===== src/logic/csr_sensor_defs.vh =====
// register offsets, field positions, reset values and wait counts of the sensor control
`ifndef CSR_SENSOR_DEFS_VH
`define CSR_SENSOR_DEFS_VH
`define CSR_ADDR_SENSOR_CONTROL 8'hB3
`define CSR_ADDR_REF_CODE_LOW 8'hB4
`define CSR_ADDR_REF_CODE_HIGH 8'hB5
`define CSR_RESET_BYTE 8'h00
`define CSR_POWER_BIT 7
`define CSR_MODE_MSB 6
`define CSR_MODE_LSB 4
`define CSR_POST_MSB 3
`define CSR_POST_LSB 2
`define CSR_PRE_MSB 1
`define CSR_PRE_LSB 0
`define CSR_TEST_EN_BIT 5
`define CSR_REF_HIGH_MSB 4
`define CSR_MODE_CAL 3'h7
`define CSR_MODE_PRESS_REF 3'h6
`define CSR_MODE_PRESSURE 3'h5
`define CSR_MODE_ACCEL2 3'h4
`define CSR_MODE_ACCEL1 3'h3
`define CSR_MODE_TEMP 3'h2
`define CSR_MODE_SHOCK 3'h1
`define CSR_MODE_BATT 3'h0
`define CSR_PRE_WAIT_3 5'h03
`define CSR_PRE_WAIT_4 5'h04
`define CSR_PRE_WAIT_6 5'h06
`define CSR_PRE_WAIT_10 5'h0A
`define CSR_POST_WAIT_2 5'h02
`define CSR_POST_WAIT_4 5'h04
`define CSR_POST_WAIT_8 5'h08
`define CSR_POST_WAIT_16 5'h10
`endif


===== src/logic/csr_sensor_ctrl.v =====
// sensor control registers and successive-approximation sequencer
`timescale 1ns/1ps
`include "csr_sensor_defs.vh"

// Overview of operation
// - control bit seven set powers the sensor, cleared switches it off
// - three-bit mode field picks calibration, pressure, accel two, accel one, temperature, battery
// - pre-wait code 11,10,01,00 gives 10,6,4,3 clocks before comparison
// - post-wait code 11,10,01,00 gives 16,8,4,2 clocks after comparison
// - reference code is low byte plus five low bits of high register
// - with test output on, pre-wait bit zero picks 0.40 V or 1.24 V
// - during test output the data-out pin drops the serial check byte
// - writing the high reference code byte starts the measurement automatically when powered and idle
// - trial reference codes search for the comparator toggle point
// - each compare closes switch with sense low, ref high, then inverts both
module csr_sensor_ctrl #(
    parameter CODE_WIDTH = 13
)
(
    // clock and reset
    input wire clock,
    input wire rst_n,
    // special function register write port
    input wire sfr_write,
    input wire [7:0] sfr_addr,
    input wire [7:0] sfr_wdata,
    // sense amplifier
    input wire sense_comp,
    // serial check byte from the host serial port
    input wire check_byte_out,
    // analog control
    output reg sensor_power,
    output reg [2:0] measure_select,
    output reg sense_switch_closed,
    output reg sense_drive_high,
    output reg ref_drive_high,
    output reg [CODE_WIDTH-1:0] reference_cap_code,
    // test path and data out
    output reg analog_test_out_enable,
    output reg test_ref_low_select,
    output reg data_out,
    // result
    output reg busy,
    output reg result_valid,
    output reg [CODE_WIDTH-1:0] result_code
);

localparam S_IDLE = 5'b00001;
localparam S_PRE = 5'b00010;
localparam S_SAMPLE = 5'b00100;
localparam S_POST = 5'b01000;
localparam S_STEP = 5'b10000;

reg [7:0] sensor_control;
reg [7:0] reference_code_low;
reg [7:0] reference_code_high;
reg [4:0] state;
reg [CODE_WIDTH-1:0] trial_bit;
reg [CODE_WIDTH-1:0] trial_code;
reg start_req;
reg timer_start;
reg timer_post;
wire timer_done;
wire [1:0] settle_before_wait;
wire [1:0] settle_after_wait;
wire test_on;

assign settle_before_wait = sensor_control[`CSR_PRE_MSB:`CSR_PRE_LSB];
assign settle_after_wait = sensor_control[`CSR_POST_MSB:`CSR_POST_LSB];
assign test_on = reference_code_high[`CSR_TEST_EN_BIT];

// =====================================
// register writes
always @(posedge clock or negedge rst_n)
begin
    if (!rst_n)
    begin
        sensor_control <= `CSR_RESET_BYTE;
        reference_code_low <= `CSR_RESET_BYTE;
        reference_code_high <= `CSR_RESET_BYTE;
        start_req <= 1'b0;
    end
    else
    begin
        start_req <= 1'b0;
        if (sfr_write)
        begin
            case (sfr_addr)
                `CSR_ADDR_SENSOR_CONTROL: sensor_control <= sfr_wdata;
                `CSR_ADDR_REF_CODE_LOW: reference_code_low <= sfr_wdata;
                `CSR_ADDR_REF_CODE_HIGH:
                begin
                    // bits 7:6 unused, kept zero
                    reference_code_high <= {2'h0, sfr_wdata[5:0]};
                    start_req <= 1'b1;
                end
                default: start_req <= 1'b0;
            endcase
        end
    end
end

// =====================================
// settle timer
csr_wait_timer u_wait
(
    .clock(clock),
    .rst_n(rst_n),
    .start(timer_start),
    .post_sel(timer_post),
    .code(timer_post ? settle_after_wait : settle_before_wait),
    .done(timer_done)
);

// =====================================
// sequencer
always @(posedge clock or negedge rst_n)
begin
    if (!rst_n)
    begin
        state <= S_IDLE;
        trial_bit <= {CODE_WIDTH{1'b0}};
        trial_code <= {CODE_WIDTH{1'b0}};
        timer_start <= 1'b0;
        timer_post <= 1'b0;
        sense_switch_closed <= 1'b0;
        sense_drive_high <= 1'b0;
        ref_drive_high <= 1'b0;
        reference_cap_code <= {CODE_WIDTH{1'b0}};
        busy <= 1'b0;
        result_valid <= 1'b0;
        result_code <= {CODE_WIDTH{1'b0}};
    end
    else
    begin
        timer_start <= 1'b0;
        result_valid <= 1'b0;
        if (!sensor_control[`CSR_POWER_BIT])
        begin
            state <= S_IDLE;
            busy <= 1'b0;
            sense_switch_closed <= 1'b0;
            sense_drive_high <= 1'b1;
            ref_drive_high <= 1'b0;
        end
        else
        begin
            case (state)
                S_IDLE:
                begin
                    if (start_req)
                    begin
                        reference_cap_code <= {reference_code_high[`CSR_REF_HIGH_MSB:0], reference_code_low};
                        // search starts from msb set alone, not from the written code
                        trial_bit <= {1'b1, {(CODE_WIDTH-1){1'b0}}};
                        trial_code <= {1'b1, {(CODE_WIDTH-1){1'b0}}};
                        busy <= 1'b1;
                        state <= S_STEP;
                    end
                end
                S_STEP:
                begin
                    // close switch, sense low ref high
                    sense_switch_closed <= 1'b1;
                    sense_drive_high <= 1'b0;
                    ref_drive_high <= 1'b1;
                    reference_cap_code <= trial_code;
                    timer_post <= 1'b0;
                    timer_start <= 1'b1;
                    state <= S_PRE;
                end
                S_PRE:
                begin
                    if (timer_done)
                    begin
                        sense_switch_closed <= 1'b0;
                        sense_drive_high <= 1'b1;
                        ref_drive_high <= 1'b0;
                        state <= S_SAMPLE;
                    end
                end
                S_SAMPLE:
                begin
                    if (!sense_comp)
                    begin
                        trial_code <= trial_code & ~trial_bit;
                    end
                    timer_post <= 1'b1;
                    timer_start <= 1'b1;
                    state <= S_POST;
                end
                S_POST:
                begin
                    if (timer_done)
                    begin
                        if (trial_bit[0])
                        begin
                            result_code <= trial_code;
                            result_valid <= 1'b1;
                            busy <= 1'b0;
                            state <= S_IDLE;
                        end
                        else
                        begin
                            trial_bit <= trial_bit >> 1;
                            trial_code <= trial_code | (trial_bit >> 1);
                            state <= S_STEP;
                        end
                    end
                end
                default: state <= S_IDLE;
            endcase
        end
    end
end

// =====================================
// analog outputs and data-out mux
always @(posedge clock or negedge rst_n)
begin
    if (!rst_n)
    begin
        sensor_power <= 1'b0;
        measure_select <= `CSR_MODE_BATT;
        analog_test_out_enable <= 1'b0;
        test_ref_low_select <= 1'b0;
        data_out <= 1'b0;
    end
    else
    begin
        sensor_power <= sensor_control[`CSR_POWER_BIT];
        // mode passed to analog; reserved codes passed unchanged
        measure_select <= sensor_control[`CSR_MODE_MSB:`CSR_MODE_LSB];
        analog_test_out_enable <= test_on;
        test_ref_low_select <= test_on & sensor_control[`CSR_PRE_LSB];
        // check byte dropped in test mode
        data_out <= test_on ? 1'b0 : check_byte_out;
    end
end

endmodule


===== src/logic/csr_wait_timer.v =====
// wait-time decoder and down counter used for settle delays
`timescale 1ns/1ps
`include "csr_sensor_defs.vh"

module csr_wait_timer
(
    // clock and reset
    input wire clock,
    input wire rst_n,
    // control
    input wire start,
    input wire post_sel,
    input wire [1:0] code,
    // status
    output reg done
);

reg [4:0] count;
reg busy;
reg [4:0] load_value;

// =====================================
// code to cycle count
always @*
begin
    load_value = `CSR_PRE_WAIT_3;
    if (post_sel)
    begin
        case (code)
            2'h3: load_value = `CSR_POST_WAIT_16;
            2'h2: load_value = `CSR_POST_WAIT_8;
            2'h1: load_value = `CSR_POST_WAIT_4;
            default: load_value = `CSR_POST_WAIT_2;
        endcase
    end
    else
    begin
        case (code)
            2'h3: load_value = `CSR_PRE_WAIT_10;
            2'h2: load_value = `CSR_PRE_WAIT_6;
            2'h1: load_value = `CSR_PRE_WAIT_4;
            default: load_value = `CSR_PRE_WAIT_3;
        endcase
    end
end

// =====================================
// counter; done pulses after exactly load_value cycles
always @(posedge clock or negedge rst_n)
begin
    if (!rst_n)
    begin
        count <= 5'h00;
        busy <= 1'b0;
        done <= 1'b0;
    end
    else
    begin
        done <= 1'b0;
        if (start)
        begin
            count <= load_value - 5'h01;
            busy <= 1'b1;
        end
        else if (busy)
        begin
            if (count == 5'h01 || count == 5'h00)
            begin
                busy <= 1'b0;
                done <= 1'b1;
            end
            count <= count - 5'h01;
        end
    end
end

endmodule


===== config.mk =====
export PLATFORM = sky130hd
export DESIGN_NAME = csr_sensor_ctrl
export DESIGN_NICKNAME = d
export VERILOG_FILES = /design/src/logic/csr_sensor_ctrl.v /design/src/logic/csr_wait_timer.v
export VERILOG_INCLUDE_DIRS = /design/src /design/src/logic
export SDC_FILE = /design/constraint.sdc
export NUM_CORES = 1
export LEC_CHECK = 0
export BUFFER_PORTS_ARGS = -buffer_cell sky130_fd_sc_hd__buf_4
export CORE_MARGIN = 2
export CORE_UTILIZATION = 41
export DETAILED_ROUTE_END_ITERATION = 12
export GPL_TIMING_DRIVEN = 0
export SKIP_LAST_GASP = 1
export SYNTH_ARGS = -nofsm -noshare
export SYNTH_HDL_FRONTEND = slang
export SYNTH_SLANG_ARGS = --single-unit

===== constraint.sdc =====
create_clock -name clock -period 2.7 [get_ports clock]
set_input_delay 0.27 -clock clock [delete_from_list [all_inputs] [get_ports clock]]
set_output_delay 0.27 -clock clock [all_outputs]
set_load 0.05 [all_outputs]

==> flow_metrics.py <==
metrics = {
    "run_status": {
        "status": "completed",
    },
    "worst_setup_path": {
        "required_ns": 2.95,
        "cp_max_fo": 9,
        "cp_data_arrival_time_ns": 2.62,
        "cp_top_family": "simple AND/OR/NAND/NOR gates",
        "endpoint_kind": "flop",
        "path_cells": "clkbuf_1, mux2i_1, inv_1, ha_1, or3_1, and3_1, o32a_1",
        "cp_num_buf_inv": 2,
        "crit_path_max_incr_delay_ns": 0.39,
        "critPathSlowestCell": "mux2i_1",
        "worst-setup-path-type": "reg -> reg",
        "rr_startpoint": "timer_post$_DFFE_PN0P_",
        "critPathLaunch": "timer_post$_DFFE_PN0P_",
        "start_kind": "flop",
    },
    "timing": {
        "rsz0062_at_grt": "no",
        "timing.clock.skew_ns": 0.0141,
        "tns_ns": 0,
        "period_needed_ns": 2.37,
        "slew_violations": 0,
        "fmax_mhz": 423,
        "setup_viol": 0,
        "finalCritPeriodShare_pct": 87.6,
        "holdWs_ns": 0.148,
        "worstMarginPinSlew_ns": 0.559,
        "slew_headroom_pct": 62.7,
        "final_hold_viol_count": 0,
    },
    "yosys": {
        "synth_compound_area_share_pct": 10.1,
        "synthXorXnorAreaFrac_pct": 1.90,
        "yosysWarnings": 0,
        "ys_ff_latch": 100,
        "synth-adder-area-share_pct": 1.90,
        "netlist_instances": 353,
        "seq_area_frac_synth_pct": 54.4,
        "synth_area_per_cell_sq_um": 13.0,
        "synth_fp_nets": 381,
        "synthDistinctLibCells": 57,
        "yosys.area_share.simple_pct": 11.1,
        "syn_area_sq_mm": 0.00460,
        "synth_mux_area_share_pct": 16.8,
        "async_reset_ff_share_pct": 100,
        "synth_top_family_by_area": "multiplexers",
        "synth_edf_count": 0,
        "synth_ff_type": "dfrtp_1",
    },
    "die": {
        "fp.dieArea_sq_mm": 0.0121,
        "initial_core_util_pct": 42.3,
        "die_h_microns": 110,
        "fp-row-count": 38,
        "die_w_microns": 110,
        "io_pins": 59,
        "core_sq_mm": 0.0109,
    },
    "pwr": {
        "p_leak_nw": 2.62,
        "power.density_mw_per_mm2": 489,
        "vdd_drop_max_mv": 0.356,
    },
    "clock_tree": {
        "cts_root_buf": "clkbuf_8",
        "htree_levels": 3,
        "cts_sinks": 100,
        "clk-insertion-delay-late_ns": 0.36,
        "clk_path_buf_depth": 2,
        "holdBufCountCts": 0,
        "post_cts_buffers": 0,
        "clk_pin_slew_worst_paths_ns": 0.10,
        "numCtsBuffers": 9,
        "tritoncts": "yes",
        "cts_resized": 0,
    },
    "placed_design": {
        "place_hpwl_microns": 6800,
        "io_buffer_count": 58,
        "place_congestion": 0.751,
        "dpl_cell_area_sq_mm": 0.00521,
    },
    "route": {
        "viasPerCell": 5.21,
        "drtAntennaViolNets": 0,
        "wl_per_cell_microns": 17.0,
        "wl_microns": 9670,
        "firstDrtPassIters": 4,
        "route.detailed.drc": 0,
        "drt-initial-drc-count": 121,
        "vias": 2964,
    },
    "cells_and_area": {
        "layout-drive-gt1-share_pct": 41.0,
        "area_delta_synth_final_pct": 18.6,
        "filler_cell_count": 951,
        "n_antenna_cell": 0,
        "design_area_sq_mm": 0.00546,
        "nets": 452,
        "finalCoreUtilization_pct": 50.1,
    },
    "flow_run": {
        "drv_cap": 0,
    },
    "global_route": {
        "gr-total-overflow": 0,
        "antenna_found_initial": 0,
        "grt_usage_pct": 17.5,
        "grt_max_degree": 101,
        "grt_pass1_wl_microns": 16000,
        "first_global_vias": 3002,
    },
    "min_path": {
        "hp-class": "in -> reg",
        "holdCritStartpoint": "sfr_wdata[6]",
    },
}
cells by family after synthesis:
group	count (synthesis)
xor gates and xnor gates	10
DFF	100
muxes	66
and+or+nand+nor	76
buffers and inverters	27
AOI/OAI and AO/OA	67
adders and majority gates	7
worst paths after layout:
check                                                    end  slack, ns  cells past startpoint
min in group asynchronous         result_code[8]$_DFFE_PN0P_       0.37                      2
max in group asynchronous               state[0]$_DFFE_PN1P_       1.62                      3
hold reg to reg                  measure_select[1]$_DFF_PN0_       0.38                      0
setup reg to reg                 u_wait.count[4]$_DFFE_PN0P_       0.33                      7
setup / recovery                 u_wait.count[4]$_DFFE_PN0P_       0.33                      7
hold / removal             reference_code_low[6]$_DFFE_PN0P_       0.15                      2
where the power goes:
part	switching, mW	internal, mW
combinational	0.0775	0.0597
clock	0.534	0.464
sequential	0.0140	1.52
metrics by stage:
step                      worst slack, ns  cells  total power [mW]
after global routing                0.196    569              2.78
after global placement              0.365    551              1.69
after detailed placement            0.306    551              1.70
after floorplan                     0.508    353              1.62
after CTS                           0.303    567              2.70
final                               0.334    569              2.67
synthesized netlist by cell type (all sizes together) (7+ instances only):
library cell | number | area, sq um
nand2 | 11 | 41.3
inv | 9 | 33.8
and3 | 7 | 43.8
mux2 | 61 | 724
a22o | 11 | 96.3
nor2 | 9 | 33.8
buf | 15 | 128
a21oi | 29 | 183
nor3 | 7 | 51.3
ha | 7 | 87.6
or2 | 13 | 83.8
dfrtp | 99 | 2480
o21ai | 8 | 43.8
final cells by class:
| type | count | area (sq um) | area share [%] |
|---|---|---|---|
| clock inverters | 6 | 68.8 | 1.26 |
| plain buffers | 18 | 139 | 2.55 |
| repair buffers | 60 | 473 | 8.67 |
| clock buffers | 10 | 138 | 2.52 |
| well taps | 140 | 175 | 3.21 |
| flip-flops and latches | 100 | 2500 | 45.9 |
| multi-input cells | 226 | 1920 | 35.3 |
| inverters | 9 | 33.8 | 0.619 |
per-layer routing:
metal  up-vias  wire [microns]  track usage [%]
li1       1413               -                -
met1      1473            4550             25.2
met2        67            4570             26.6
met3        11             453             4.62
met4         0             104             3.98
met5         -               0                0
sequential cells by signal (all words and copies together), names as in the netlist, 3 cells and up:
name and count:
measure_select 3, reference_cap_code 13, sensor_control 8, state 5
result_code 13, trial_bit 13, u_wait.count 5, trial_code 13
reference_code_high 6, reference_code_low 8
placed cells by master, fill, tap and decap left out, types with 2 or more instances in the layout:
cell,netlist,routed
dfrtp_1,99,99
buf_4,4,62
mux2_2,41,41
a21oi_1,19,19
or2_2,12,12
nand2_1,11,11
a22o_1,11,11
mux2_1,10,10
mux2_4,10,10
a21oi_2,10,10
clkbuf_8,0,10
inv_1,9,9
nor2_1,9,9
buf_6,7,7
and3_1,7,7
ha_1,7,7
xor2_1,6,6
o21ai_0,6,6
mux2i_1,5,5
nor3_1,5,5
a31oi_1,5,5
nand4b_1,4,4
xnor2_1,4,4
clkbuf_1,3,3
and2_1,3,3
buf_2,3,3
o211ai_1,3,3
nand3b_1,2,2
nor4_1,2,2
o21a_1,2,2
nor2b_1,2,2
or3_1,2,2
nor4_2,2,2
o22ai_1,2,2
nand2b_1,2,2
a41oi_1,2,2
clkinv_2,0,2
inv_6,0,2
(Power assumes the default switching activity.)
